==> config.mk <==
export PLATFORM = sky130hd
export DESIGN_NAME = ppe_port
export DESIGN_NICKNAME = d
export VERILOG_FILES = /design/src/ppe_pkg.sv /design/src/ppe_port.sv
export SDC_FILE = /design/constraint.sdc
export NUM_CORES = 1
export LEC_CHECK = 0
export ABC_AREA = 1
export BUFFER_PORTS_ARGS = -buffer_cell sky130_fd_sc_hd__buf_4
export CORE_ASPECT_RATIO = 0.8
export CORE_MARGIN = 2
export CORE_UTILIZATION = 50
export CTS_BUF_LIST = sky130_fd_sc_hd__clkbuf_8
export DETAILED_ROUTE_END_ITERATION = 12
export HOLD_SLACK_MARGIN = 0.15
export PLACE_DENSITY = 0.65
export SLEW_MARGIN = 25
export SYNTH_ARGS = -nofsm -noshare
export SYNTH_HDL_FRONTEND = slang
export SYNTH_SLANG_ARGS = --single-unit
==> constraint.sdc <==
create_clock -name clock_i -period 3.66 [get_ports clock_i]
set_input_delay 0.183 -clock clock_i [delete_from_list [all_inputs] [get_ports clock_i]]
set_output_delay 0.183 -clock clock_i [all_outputs]
set_load 0.1 [all_outputs]
==> src/ppe_pkg.sv <==
package ppe_pkg;

  localparam int ADDR_W = 11;

  // Byte offsets from the port base address.
  localparam logic [10:0] OFS_DATA = 11'h000;
  localparam logic [10:0] OFS_STAT = 11'h001;
  localparam logic [10:0] OFS_CTRL = 11'h002;
  localparam logic [10:0] OFS_EPP_ADDR = 11'h003;
  localparam logic [10:0] OFS_EPP_DATA_LO = 11'h004;
  localparam logic [10:0] OFS_EPP_DATA_HI = 11'h007;
  localparam logic [10:0] OFS_FIFO = 11'h400;
  localparam logic [10:0] OFS_ECP_CONFIG_B = 11'h401;
  localparam logic [10:0] OFS_ECR = 11'h402;

  // Mode field encodings of extended_control.
  localparam logic [2:0] MODE_COMPAT = 3'h0;
  localparam logic [2:0] MODE_BYTE = 3'h1;
  localparam logic [2:0] MODE_COMPAT_FIFO = 3'h2;
  localparam logic [2:0] MODE_ECP = 3'h3;
  localparam logic [2:0] MODE_TEST = 3'h6;
  localparam logic [2:0] MODE_CONFIG = 3'h7;

  // port_control bit positions.
  localparam int CTRL_STROBE = 0;
  localparam int CTRL_AUTOFD = 1;
  localparam int CTRL_INIT = 2;
  localparam int CTRL_SELECT_IN = 3;
  localparam int CTRL_IRQ_EN = 4;
  localparam int CTRL_DIR = 5;
  localparam logic [7:0] CTRL_WMASK = 8'h3F;
  localparam logic [7:0] CTRL_RESET = 8'h00;

  // extended_control bit positions.
  localparam int ECR_MODE_LSB = 5;
  localparam int ECR_ERR_EN_N = 4;
  localparam int ECR_DMA_EN = 3;
  localparam int ECR_SERVICE = 2;
  localparam int ECR_FULL = 1;
  localparam int ECR_EMPTY = 0;
  localparam logic [7:0] ECR_RESET = 8'h00;

  localparam logic [7:0] ECP_CONFIG_A_VALUE = 8'h10;
  localparam int ECP_CONFIG_B_IRQ_BIT = 6;
  localparam int STAT_TIMEOUT_BIT = 0;

  localparam int FIFO_DEPTH = 16;
  localparam int FIFO_PTR_W = 4;
  localparam int FIFO_CNT_W = 5;
  localparam logic [4:0] FIFO_FULL_CNT = 5'h10;

  localparam int EPP_TIMEOUT_MS = 10;
  localparam int CLK_FREQ_KHZ = 200000;
  localparam int EPP_TIMEOUT_CYC = EPP_TIMEOUT_MS * CLK_FREQ_KHZ;

  typedef struct packed {
    logic wr;
    logic rd;
    logic [10:0] addr;
    logic [7:0] wdata;
  } ppe_bus_req_t;

  typedef struct packed {
    logic busy_n;
    logic acknowledge_n;
    logic paper_out;
    logic selected;
    logic fault_n;
    logic pin_interrupt_line;
    logic [7:0] port_data_in;
  } ppe_pins_t;

  typedef struct packed {
    logic data_strobe_n;
    logic auto_feed_n;
    logic init_line_n;
    logic select_in_n;
  } ppe_ctl_pins_t;

  typedef enum logic [4:0] {
    ST_IDLE = 5'b00001,
    ST_EPP = 5'b00010,
    ST_FWD_STB = 5'b00100,
    ST_FWD_REL = 5'b01000,
    ST_REV_ACK = 5'b10000
  } ppe_state_t;

endpackage : ppe_pkg

==> src/ppe_port.sv <==
// The strobed register port was chosen for this implementation.
`timescale 1ns/1ps
// Notes on behaviour
// - Offset 3 access runs an EPP address cycle with automatic address strobe.
// - Offsets 4 to 7 run an EPP data cycle with automatic data strobe.
// - Outside EPP and FIFO handshakes, strobe, auto-feed and init follow port_control; direction too, except in mode 000, which always drives.
// - An EPP write with direction reverse runs a read cycle, no error.
// - EPP cycle over 10 ms sets timeout; later cycles abort until status written.
// - Mode 000 is compatibility, mode 001 is byte mode.
// - Offset 400h maps per mode; extended_control at 402h always.
// - Offsets 0 to 2 are reachable in every mode.
// - All FIFO modes share one 16-byte FIFO.
// - In mode 011 with direction forward, writes at offset 0 enter the FIFO as address bytes.
// - Auto-feed low while an address byte is on the lines, high for data.
// - Mode 010 sends FIFO bytes by compatibility handshake.
// - Mode 011 exchanges FIFO bytes by ECP handshake, direction picks the way.
// - Mode 110 test FIFO is reached from the bus with no port handshake.
// - Test FIFO drops writes when full, re-reads when empty; flags stay true.
// - Mode 111: 400h reads 10h, 401h reads interrupt line in bit 6.
// - extended_control holds mode, error enable, DMA enable, service, full, empty.
// - Entering mode 000 or 001 resets FIFO pointers, keeps contents.
// - Mode 011 reverse moves bytes from the port input lines into the FIFO.
// - With error enable bit zero, a falling fault line raises an error interrupt.
// - Service clear and DMA enabled: terminal count sets the service bit.
module ppe_port #(
  parameter int EPP_TIMEOUT_CYCLES = ppe_pkg::EPP_TIMEOUT_CYC
) (
  input wire logic clock_i,
  input wire logic resetn_i,
  input wire ppe_pkg::ppe_bus_req_t bus_i,
  output logic [7:0] rdata_o,
  input wire ppe_pkg::ppe_pins_t pins_i,
  output ppe_pkg::ppe_ctl_pins_t ctl_pins_o,
  output logic [7:0] port_data_out_o,
  output logic port_data_oe_o,
  input wire logic dma_tc_i,
  output logic dma_req_o,
  output logic error_irq_o
);

  ppe_pkg::ppe_pins_t pins_meta_q;
  ppe_pkg::ppe_pins_t pins_q;
  logic [7:0] ctrl_q;
  logic [7:0] ecr_q;
  logic [7:0] data_q;
  logic timeout_q;
  ppe_pkg::ppe_state_t state_q;
  logic [31:0] epp_cnt_q;
  logic epp_write_q;
  logic epp_addr_q;
  logic [7:0] epp_rd_q;
  logic [7:0] xfer_q;
  logic xfer_tag_q;
  logic [8:0] mem_q [ppe_pkg::FIFO_DEPTH];
  logic [3:0] wr_ptr_q;
  logic [3:0] rd_ptr_q;
  logic [4:0] count_q;
  logic fault_prev_q;

  logic [2:0] mode;
  logic dir;
  logic full;
  logic empty;
  logic hit_fifo;
  logic epp_access;
  logic bus_push;
  logic bus_pop;
  logic eng_pop;
  logic rev_push;
  logic push;
  logic pop;
  logic [8:0] push_word;
  logic ptr_reset;
  logic epp_done;

  function automatic logic addr_is(input logic [10:0] a, input logic [10:0] ofs);
    addr_is = (a == ofs);
  endfunction : addr_is

  assign mode = ecr_q[ppe_pkg::ECR_MODE_LSB +: 3];
  assign dir = ctrl_q[ppe_pkg::CTRL_DIR];
  assign full = (count_q == ppe_pkg::FIFO_FULL_CNT);
  assign empty = (count_q == '0);
  assign hit_fifo = addr_is(bus_i.addr, ppe_pkg::OFS_FIFO);
  assign epp_access = (bus_i.wr || bus_i.rd) && (bus_i.addr >= ppe_pkg::OFS_EPP_ADDR)
    && (bus_i.addr <= ppe_pkg::OFS_EPP_DATA_HI);

  // Bus side of the shared FIFO; the reverse ECP direction owns the push side.
  always_comb
  begin
    bus_push = 1'b0;
    bus_pop = 1'b0;
    push_word = {1'b0, bus_i.wdata};
    if (bus_i.wr && hit_fifo && (mode == ppe_pkg::MODE_COMPAT_FIFO || mode == ppe_pkg::MODE_TEST
        || (mode == ppe_pkg::MODE_ECP && !dir)))
    begin
      bus_push = 1'b1;
    end
    if (bus_i.wr && addr_is(bus_i.addr, ppe_pkg::OFS_DATA) && mode == ppe_pkg::MODE_ECP && !dir)
    begin
      bus_push = 1'b1;
      push_word = {1'b1, bus_i.wdata};
    end
    if (bus_i.rd && hit_fifo && (mode == ppe_pkg::MODE_TEST || (mode == ppe_pkg::MODE_ECP && dir)))
    begin
      bus_pop = 1'b1;
    end
    if (rev_push)
    begin
      push_word = {1'b0, pins_q.port_data_in};
    end
  end

  assign eng_pop = (state_q == ppe_pkg::ST_IDLE) && !empty && !dir && !epp_access
    && (mode == ppe_pkg::MODE_COMPAT_FIFO || mode == ppe_pkg::MODE_ECP);
  assign rev_push = (state_q == ppe_pkg::ST_IDLE) && mode == ppe_pkg::MODE_ECP && dir
    && !full && !pins_q.acknowledge_n && !epp_access;
  assign push = (bus_push || rev_push) && !full;
  assign pop = (bus_pop || eng_pop) && !empty;
  assign ptr_reset = bus_i.wr && addr_is(bus_i.addr, ppe_pkg::OFS_ECR)
    && (bus_i.wdata[ppe_pkg::ECR_MODE_LSB +: 3] == ppe_pkg::MODE_COMPAT
    || bus_i.wdata[ppe_pkg::ECR_MODE_LSB +: 3] == ppe_pkg::MODE_BYTE);
  assign epp_done = (state_q == ppe_pkg::ST_EPP) && pins_q.busy_n;

  // Port pins cross in from the peripheral through two flip-flops.
  always_ff @(posedge clock_i or negedge resetn_i)
  begin
    if (!resetn_i)
    begin
      pins_meta_q <= '0;
      pins_q <= '0;
      fault_prev_q <= 1'b0;
    end
    else
    begin
      pins_meta_q <= pins_i;
      pins_q <= pins_meta_q;
      fault_prev_q <= pins_q.fault_n;
    end
  end

  // Single shared FIFO, one count for all modes.
  always_ff @(posedge clock_i or negedge resetn_i)
  begin
    if (!resetn_i)
    begin
      wr_ptr_q <= '0;
      rd_ptr_q <= '0;
      count_q <= '0;
    end
    else if (ptr_reset)
    begin
      wr_ptr_q <= '0;
      rd_ptr_q <= '0;
      count_q <= '0;
    end
    else
    begin
      if (push)
      begin
        wr_ptr_q <= wr_ptr_q + 4'h1;
      end
      if (pop)
      begin
        rd_ptr_q <= rd_ptr_q + 4'h1;
      end
      count_q <= count_q + {4'h0, push} - {4'h0, pop};
    end
  end

  // Contents are left alone by pointer resets and by reset itself.
  always_ff @(posedge clock_i)
  begin
    if (push && !ptr_reset)
    begin
      mem_q[wr_ptr_q] <= push_word;
    end
  end

  // Software registers.
  always_ff @(posedge clock_i or negedge resetn_i)
  begin
    if (!resetn_i)
    begin
      ctrl_q <= ppe_pkg::CTRL_RESET;
      ecr_q <= ppe_pkg::ECR_RESET;
      data_q <= 8'h00;
    end
    else
    begin
      if (bus_i.wr && addr_is(bus_i.addr, ppe_pkg::OFS_CTRL))
      begin
        ctrl_q <= bus_i.wdata & ppe_pkg::CTRL_WMASK;
      end
      if (bus_i.wr && addr_is(bus_i.addr, ppe_pkg::OFS_DATA) && mode != ppe_pkg::MODE_ECP)
      begin
        data_q <= bus_i.wdata;
      end
      else if (bus_i.wr && hit_fifo && mode == ppe_pkg::MODE_TEST)
      begin
        data_q <= bus_i.wdata;
      end
      if (bus_i.wr && addr_is(bus_i.addr, ppe_pkg::OFS_ECR))
      begin
        ecr_q[7:ppe_pkg::ECR_SERVICE] <= bus_i.wdata[7:ppe_pkg::ECR_SERVICE];
      end
      if (dma_tc_i && ecr_q[ppe_pkg::ECR_DMA_EN] && !ecr_q[ppe_pkg::ECR_SERVICE])
      begin
        ecr_q[ppe_pkg::ECR_SERVICE] <= 1'b1;
      end
    end
  end

  // EPP timeout flag; a timeout in the clearing cycle still lands.
  always_ff @(posedge clock_i or negedge resetn_i)
  begin
    if (!resetn_i)
    begin
      timeout_q <= 1'b0;
    end
    else if (state_q == ppe_pkg::ST_EPP && !pins_q.busy_n && epp_cnt_q >= 32'(EPP_TIMEOUT_CYCLES - 1))
    begin
      timeout_q <= 1'b1;
    end
    else if (bus_i.wr && addr_is(bus_i.addr, ppe_pkg::OFS_STAT))
    begin
      timeout_q <= 1'b0;
    end
  end

  // Port handshake engine.
  always_ff @(posedge clock_i or negedge resetn_i)
  begin
    if (!resetn_i)
    begin
      state_q <= ppe_pkg::ST_IDLE;
      epp_cnt_q <= '0;
      epp_write_q <= 1'b0;
      epp_addr_q <= 1'b0;
      epp_rd_q <= 8'h00;
      xfer_q <= 8'h00;
      xfer_tag_q <= 1'b0;
    end
    else
    begin
      unique case (state_q)
        ppe_pkg::ST_IDLE:
        begin
          epp_cnt_q <= '0;
          if (epp_access && !timeout_q)
          begin
            state_q <= ppe_pkg::ST_EPP;
            epp_addr_q <= addr_is(bus_i.addr, ppe_pkg::OFS_EPP_ADDR);
            epp_write_q <= bus_i.wr && !dir;
            xfer_q <= bus_i.wdata;
          end
          else if (eng_pop)
          begin
            state_q <= ppe_pkg::ST_FWD_STB;
            xfer_q <= mem_q[rd_ptr_q][7:0];
            xfer_tag_q <= mem_q[rd_ptr_q][8];
          end
          else if (rev_push)
          begin
            state_q <= ppe_pkg::ST_REV_ACK;
          end
        end
        ppe_pkg::ST_EPP:
        begin
          epp_cnt_q <= epp_cnt_q + 32'h0000_0001;
          if (epp_done)
          begin
            state_q <= ppe_pkg::ST_IDLE;
            if (!epp_write_q)
            begin
              epp_rd_q <= pins_q.port_data_in;
            end
          end
          else if (epp_cnt_q >= 32'(EPP_TIMEOUT_CYCLES - 1))
          begin
            state_q <= ppe_pkg::ST_IDLE;
          end
        end
        ppe_pkg::ST_FWD_STB:
        begin
          if (!pins_q.busy_n)
          begin
            state_q <= ppe_pkg::ST_FWD_REL;
          end
        end
        ppe_pkg::ST_FWD_REL:
        begin
          if (pins_q.busy_n)
          begin
            state_q <= ppe_pkg::ST_IDLE;
          end
        end
        ppe_pkg::ST_REV_ACK:
        begin
          if (pins_q.acknowledge_n)
          begin
            state_q <= ppe_pkg::ST_IDLE;
          end
        end
        default:
        begin
          state_q <= ppe_pkg::ST_IDLE;
        end
      endcase
    end
  end

  // Pin drivers, registered so every pin comes from a flip-flop.
  always_ff @(posedge clock_i or negedge resetn_i)
  begin
    if (!resetn_i)
    begin
      ctl_pins_o <= '{data_strobe_n: 1'b1, auto_feed_n: 1'b1, init_line_n: 1'b0, select_in_n: 1'b1};
      port_data_out_o <= 8'h00;
      port_data_oe_o <= 1'b0;
    end
    else
    begin
      ctl_pins_o.data_strobe_n <= !ctrl_q[ppe_pkg::CTRL_STROBE];
      ctl_pins_o.auto_feed_n <= !ctrl_q[ppe_pkg::CTRL_AUTOFD];
      ctl_pins_o.init_line_n <= ctrl_q[ppe_pkg::CTRL_INIT];
      ctl_pins_o.select_in_n <= !ctrl_q[ppe_pkg::CTRL_SELECT_IN];
      port_data_out_o <= data_q;
      port_data_oe_o <= !dir || mode == ppe_pkg::MODE_COMPAT;
      unique case (state_q)
        ppe_pkg::ST_IDLE:
        begin
        end
        ppe_pkg::ST_EPP:
        begin
          // Write line on the strobe pin, address or data strobe on the select or feed pin.
          ctl_pins_o.data_strobe_n <= !epp_write_q;
          ctl_pins_o.select_in_n <= !epp_addr_q;
          ctl_pins_o.auto_feed_n <= epp_addr_q;
          port_data_out_o <= xfer_q;
          port_data_oe_o <= epp_write_q;
        end
        ppe_pkg::ST_FWD_STB, ppe_pkg::ST_FWD_REL:
        begin
          ctl_pins_o.data_strobe_n <= (state_q == ppe_pkg::ST_FWD_REL);
          if (mode == ppe_pkg::MODE_ECP)
          begin
            ctl_pins_o.auto_feed_n <= !xfer_tag_q;
          end
          port_data_out_o <= xfer_q;
          port_data_oe_o <= 1'b1;
        end
        ppe_pkg::ST_REV_ACK:
        begin
          ctl_pins_o.auto_feed_n <= 1'b1;
          port_data_oe_o <= 1'b0;
        end
        default:
        begin
        end
      endcase
    end
  end

  // Read data, DMA request and error interrupt.
  always_ff @(posedge clock_i or negedge resetn_i)
  begin
    if (!resetn_i)
    begin
      rdata_o <= 8'h00;
      dma_req_o <= 1'b0;
      error_irq_o <= 1'b0;
    end
    else
    begin
      dma_req_o <= ecr_q[ppe_pkg::ECR_DMA_EN] && !ecr_q[ppe_pkg::ECR_SERVICE]
        && (mode == ppe_pkg::MODE_COMPAT_FIFO || mode == ppe_pkg::MODE_ECP || mode == ppe_pkg::MODE_TEST)
        && (dir ? !empty : !full);
      error_irq_o <= !ecr_q[ppe_pkg::ECR_ERR_EN_N] && fault_prev_q && !pins_q.fault_n;
      rdata_o <= 8'h00;
      if (bus_i.rd)
      begin
        if (addr_is(bus_i.addr, ppe_pkg::OFS_DATA))
        begin
          rdata_o <= dir ? pins_q.port_data_in : data_q;
        end
        else if (addr_is(bus_i.addr, ppe_pkg::OFS_STAT))
        begin
          rdata_o <= {pins_q.busy_n, pins_q.acknowledge_n, pins_q.paper_out, pins_q.selected,
            pins_q.fault_n, 3'h0};
          rdata_o[ppe_pkg::STAT_TIMEOUT_BIT] <= timeout_q;
        end
        else if (addr_is(bus_i.addr, ppe_pkg::OFS_CTRL))
        begin
          rdata_o <= ctrl_q;
        end
        else if (epp_access)
        begin
          rdata_o <= epp_rd_q;
        end
        else if (hit_fifo && mode == ppe_pkg::MODE_CONFIG)
        begin
          rdata_o <= ppe_pkg::ECP_CONFIG_A_VALUE;
        end
        else if (hit_fifo)
        begin
          rdata_o <= mem_q[rd_ptr_q][7:0];
        end
        else if (addr_is(bus_i.addr, ppe_pkg::OFS_ECP_CONFIG_B) && mode == ppe_pkg::MODE_CONFIG)
        begin
          rdata_o[ppe_pkg::ECP_CONFIG_B_IRQ_BIT] <= pins_q.pin_interrupt_line;
        end
        else if (addr_is(bus_i.addr, ppe_pkg::OFS_ECR))
        begin
          rdata_o <= {ecr_q[7:ppe_pkg::ECR_SERVICE], full, empty};
        end
      end
    end
  end

endmodule : ppe_port

==> report_table.html <==
<table>
<tr><th>Metric</th><th>Value</th></tr>
<tr><th colspan="2">Outcome</th></tr>
<tr><td>Result of the run</td><td>complete, no violations</td></tr>
<tr><th colspan="2">Die</th></tr>
<tr><td>I/O pins</td><td>61</td></tr>
<tr><td>Starting density of the core</td><td>51.1%</td></tr>
<tr><td>Core Area</td><td>25400 sq um</td></tr>
<tr><td>Die Y</td><td>148 microns</td></tr>
<tr><td>Number of placement rows</td><td>52</td></tr>
<tr><td>Total die area</td><td>27300 sq um</td></tr>
<tr><td>Die X</td><td>184 microns</td></tr>
<tr><th colspan="2">STA</th></tr>
<tr><td>Final critical path time including I/O delays and setup</td><td>3170 ps</td></tr>
<tr><td>Upper clock frequency limit</td><td>0.315 GHz</td></tr>
<tr><td>Setup TNS</td><td>0 ps</td></tr>
<tr><td>Final worst clock skew</td><td>37.3 ps</td></tr>
<tr><td>Total of endpoints with negative setup slack in the final report</td><td>0</td></tr>
<tr><td>Post-route clock period utilization</td><td>86.6%</td></tr>
<tr><td>Remaining max-slew budget at the tightest pin</td><td>41.0%</td></tr>
<tr><td>Total count of max-transition violations in the final report</td><td>0</td></tr>
<tr><td>Hold violation count in the final report</td><td>0</td></tr>
<tr><td>RSZ-0062 raised after global routing</td><td>false</td></tr>
<tr><td>Least-Margin Pin Slew</td><td>884 ps</td></tr>
<tr><th colspan="2">Clock network</th></tr>
<tr><td>CTS clk-pin slew, worst paths</td><td>60 ps</td></tr>
<tr><td>Cells resized by post-CTS repair</td><td>0</td></tr>
<tr><td>Number of buffers added for setup after CTS</td><td>0</td></tr>
<tr><td>Cell at the root of the clock tree</td><td>clkbuf_8</td></tr>
<tr><td>Inserted Clock Buffers</td><td>46</td></tr>
<tr><td>Clock latency reported for the late side of the worst-skew pair</td><td>600 ps</td></tr>
<tr><td>Sink Count</td><td>286</td></tr>
<tr><td>CTS tree</td><td>built</td></tr>
<tr><td>Number of buffers between clock root and the deepest sink</td><td>3</td></tr>
<tr><td>Maximum level of the CTS H-tree</td><td>2</td></tr>
<tr><td>Hold Buf Count CTS</td><td>34</td></tr>
<tr><th colspan="2">Critical path</th></tr>
<tr><td>Worst Path Arrival</td><td>3660 ps</td></tr>
<tr><td>Crit path cell chain</td><td>inv_1 -&gt; ha_1 -&gt; nand4_1 -&gt; nand4_4 -&gt; nand3_1 -&gt; nand2_2 -&gt; ha_1 -&gt; inv_1 -&gt; ha_1 -&gt; inv_1 -&gt; fa_1 -&gt; o21ai_0 -&gt; a21oi_1 -&gt; xor2_1 -&gt; nand2_1 -&gt; inv_1</td></tr>
<tr><td>Worst r2r path cells</td><td>16</td></tr>
<tr><td>Largest stage delay on the critical path</td><td>390 ps</td></tr>
<tr><td>Type of destination of the critical path</td><td>register</td></tr>
<tr><td>Slowest cell on the critical path</td><td>dfrtp_1</td></tr>
<tr><td>Endpoint of the worst register-to-register path</td><td>count_q[4]</td></tr>
<tr><td>WP data required</td><td>4150 ps</td></tr>
<tr><td>Startpoint-to-endpoint class of the critical path</td><td>register to register</td></tr>
<tr><td>Instance count on the critical path</td><td>16</td></tr>
<tr><td>Register-to-register setup slack</td><td>490 ps</td></tr>
<tr><td>Sum of buffers and inverters on the critical path</td><td>4</td></tr>
<tr><td>Crit-path max FO</td><td>17</td></tr>
<tr><td>Cell repeated most along the worst path</td><td>inv_1</td></tr>
<tr><td>CP Launch Type</td><td>register</td></tr>
<tr><td>Worst flop-to-flop path startpoint</td><td>count_q[3]</td></tr>
<tr><td>Gate family responsible for the most delay along the worst path</td><td>simple AND/OR/NAND/NOR gates</td></tr>
<tr><th colspan="2">Route</th></tr>
<tr><td>Number of DRC markers after the initial detailed-route iteration</td><td>971</td></tr>
<tr><td>Final routed wirelength across all metal layers</td><td>33900 microns</td></tr>
<tr><td>Residual DRC</td><td>0</td></tr>
<tr><td>Post-detailed-route wirelength per cell</td><td>18.0 microns</td></tr>
<tr><td>First drt pass iteration count</td><td>5</td></tr>
<tr><td>Total via count after detailed routing</td><td>9918</td></tr>
<tr><td>Number of antenna-violating nets in the routed design</td><td>0</td></tr>
<tr><td>Vias per std cell</td><td>5.27</td></tr>
<tr><th colspan="2">Yosys</th></tr>
<tr><td>Synthesized instance count</td><td>1368</td></tr>
<tr><td>Post-synth EDFFs</td><td>144</td></tr>
<tr><td>Number of library cell types mapped by synthesis</td><td>56</td></tr>
<tr><td>Synthesized area per cell</td><td>9.50 sq um</td></tr>
<tr><td>Yosys warning count</td><td>0</td></tr>
<tr><td>Asr flop ratio synth</td><td>49.7%</td></tr>
<tr><td>Synth Cell Area</td><td>13000 sq um</td></tr>
<tr><td>Primary FF master, synth</td><td>edfxtp_1</td></tr>
<tr><td>Leading cell types by total area after synthesis</td><td>edfxtp_1 33%, dfrtp_1 27%, nand2_1 11%, nor2_1 3.8%, inv_1 3.6%</td></tr>
<tr><td>Fraction of synthesized cell area taken by the top area cell type</td><td>33.3%</td></tr>
<tr><td>Register area share after synthesis</td><td>60.6%</td></tr>
<tr><td>#FFs+latches synth</td><td>286</td></tr>
<tr><td>Post-synthesis cell type with the largest combined area</td><td>edfxtp_1</td></tr>
<tr><td>Synthesized net count</td><td>1419</td></tr>
<tr><th colspan="2">Pwr</th></tr>
<tr><td>Worst IR drop on VDD</td><td>0.361 mV</td></tr>
<tr><td>Internal power summed over all cells</td><td>0.00504 W</td></tr>
<tr><td>Ratio of total power to cell area</td><td>446 nW/um^2</td></tr>
<tr><td>Static Leakage</td><td>6.64 nW</td></tr>
<tr><td>Sequential share of power</td><td>51.6%</td></tr>
<tr><td>Switching power total</td><td>0.00172 W</td></tr>
<tr><td>Portion of total power attributed to combinational logic</td><td>8.4%</td></tr>
<tr><td>Switching Share</td><td>25.5%</td></tr>
<tr><td>Clock group share of total power</td><td>40.0%</td></tr>
<tr><td>Total design power</td><td>0.00676 W</td></tr>
<tr><th colspan="2">Place</th></tr>
<tr><td>Global placement routability congestion</td><td>0.915</td></tr>
<tr><td># port buffers</td><td>60</td></tr>
<tr><td>Number of placed instances, taps included</td><td>1766</td></tr>
<tr><td>Placed wire-length estimate</td><td>23000 microns</td></tr>
<tr><td>Placed instance area</td><td>13900 sq um</td></tr>
<tr><th colspan="2">Finish</th></tr>
<tr><td>Final instance area</td><td>15200 sq um</td></tr>
<tr><td>Utilization after layout</td><td>59.6%</td></tr>
<tr><td>Synthesis-to-finish area growth</td><td>16.6%</td></tr>
<tr><td>Fin cells</td><td>1883</td></tr>
<tr><td>Diode insertion count for antenna repair</td><td>0</td></tr>
<tr><td>Number of nets in the layout</td><td>1548</td></tr>
<tr><td>Proportion of layout cells with a drive suffix above 1</td><td>14.0%</td></tr>
<tr><th colspan="2">GRT</th></tr>
<tr><td>Via count of the first global-routing pass</td><td>9497</td></tr>
<tr><td>Overall global routing resource usage</td><td>25.5%</td></tr>
<tr><td>Pin count of the biggest net entering global routing</td><td>84</td></tr>
<tr><td>Number of antenna violations at the first check in global routing</td><td>1</td></tr>
<tr><td>Sum of overflow across all layers after global routing</td><td>0</td></tr>
<tr><td>Global-route wire length before repair</td><td>52800 microns</td></tr>
<tr><th colspan="2">Hold path</th></tr>
<tr><td>Worst hold-check path type</td><td>input pin to asynchronous set/reset pin</td></tr>
<tr><th colspan="2">Job</th></tr>
<tr><td>Max-cap violation count</td><td>0</td></tr>
</table>
## cells in the final DEF, fill, tap and decap left out, types with 4 or more instances in the layout
cell / Yosys / final
or2_2: 4 / 4
buf_4: 6 / 88
nor2_1: 132 / 132
o21ai_0: 85 / 78
o21ai_1: 23 / 30
ha_1: 12 / 12
nand4_1: 15 / 15
xor2_1: 10 / 10
clkbuf_8: 0 / 46
clkinv_2: 0 / 8
o221ai_1: 4 / 4
dlygate4sd3_1: 0 / 34
inv_1: 124 / 132
nor4_1: 6 / 6
nand3_1: 81 / 81
nand2_2: 7 / 7
a31oi_1: 12 / 12
a21oi_1: 44 / 44
nand2_1: 371 / 371
dfrtp_1: 138 / 137
mux2_2: 5 / 5
o211ai_1: 11 / 11
dfstp_2: 4 / 4
clkinv_1: 0 / 15
o22ai_1: 7 / 7
nor3_1: 18 / 18
inv_2: 18 / 18
edfxtp_1: 144 / 144
a22oi_1: 4 / 4
nor2_2: 9 / 9
## sequential cells by signal, indices dropped and copies added, names as in the netlist, 4 cells and up
signal           flops
rd_ptr_q             4
count_q              5
rdata_o              8
xfer_q               8
ctl_pins_o           4
pins_q              14
epp_cnt_q           32
data_q               8
ctrl_q               6
state_q              5
epp_rd_q             8
port_data_out_o      8
wr_ptr_q             4
ecr_q                6
pins_meta_q         14
mem_q              144
## Yosys cell counts (5+ instances only)
cell and n:
nand2_1 371, edfxtp_1 144, dfrtp_1 138, nor2_1 132, inv_1 124, o21ai_0 85
nand3_1 81, a21oi_1 44, o21ai_1 23, clkbuf_1 18, inv_2 18, nor3_1 18
buf_2 17, nand4_1 15, a31oi_1 12, ha_1 12, o211ai_1 11, xor2_1 10
nor2_2 9, nand2_2 7, o22ai_1 7, buf_4 6, nor4_1 6, mux2_2 5
## power by group through the flow
stage	Clock (W)	Sequential, W	Combinational (W)
2_1_floorplan	0	0.00355	0.000335
3_3_place_gp	0	0.00355	0.000531
6_report	0.00270	0.00349	0.000569
3_5_place_dp	0	0.00355	0.000538
5_1_grt	0.00289	0.00350	0.000641
4_1_cts	0.00275	0.00349	0.000568
## per-stage QoR
stage / hold WS [ps] / setup WS [ps]
5_1_grt: 233 / 294
4_1_cts: 198 / 533
2_1_floorplan: -113 / 975
3_3_place_gp: 255 / 642
6_report: 185 / 490
3_5_place_dp: 259 / 550
## area by class of cell
cell class	count	area (sq um)
Multi-Input combinational cell	895	4360
Fill cell	2209	10300
Clock buffer	46	633
Timing Repair Buffer	125	1050
Sequential cell	286	7880
Tap cell	351	439
Inverter	143	542
Clock inverter	37	248
## logic make-up after synthesis
logic type / Yosys count / synth area share, %
buffers and inverters: 187 / 5.89
adders and majority gates: 13 / 1.31
and+or+nand+nor: 662 / 22.1
DFF: 286 / 60.6
xor gates and xnor gates: 13 / 0.876
muxes: 7 / 0.587
AOI/OAI and AO/OA: 200 / 8.58
## how the worst max path moves through the flow
stage / start / endpoint / slack (ps)
floorplan: count_q[3] / count_q[4] / 970
global placement: ecr_q[7] / count_q[4] / 640
detailed placement: count_q[3] / count_q[4] / 550
CTS: count_q[3] / count_q[4] / 530
global route: count_q[2] / count_q[4] / 290
finish: count_q[3] / count_q[4] / 490
## routing by layer
| layer | vias to the layer above | GRT usage (%) | share of wire [%] |
|---|---|---|---|
| met2 | 322 | 36.3 | 42 |
| li1 | 4808 | - | - |
| met3 | 46 | 5.63 | 7.8 |
| met5 | - | 0 | 0.038 |
| met4 | 2 | 5.80 | 1.4 |
| met1 | 4740 | 39.7 | 48 |
Note: power is estimated with default switching activity, not from simulation.
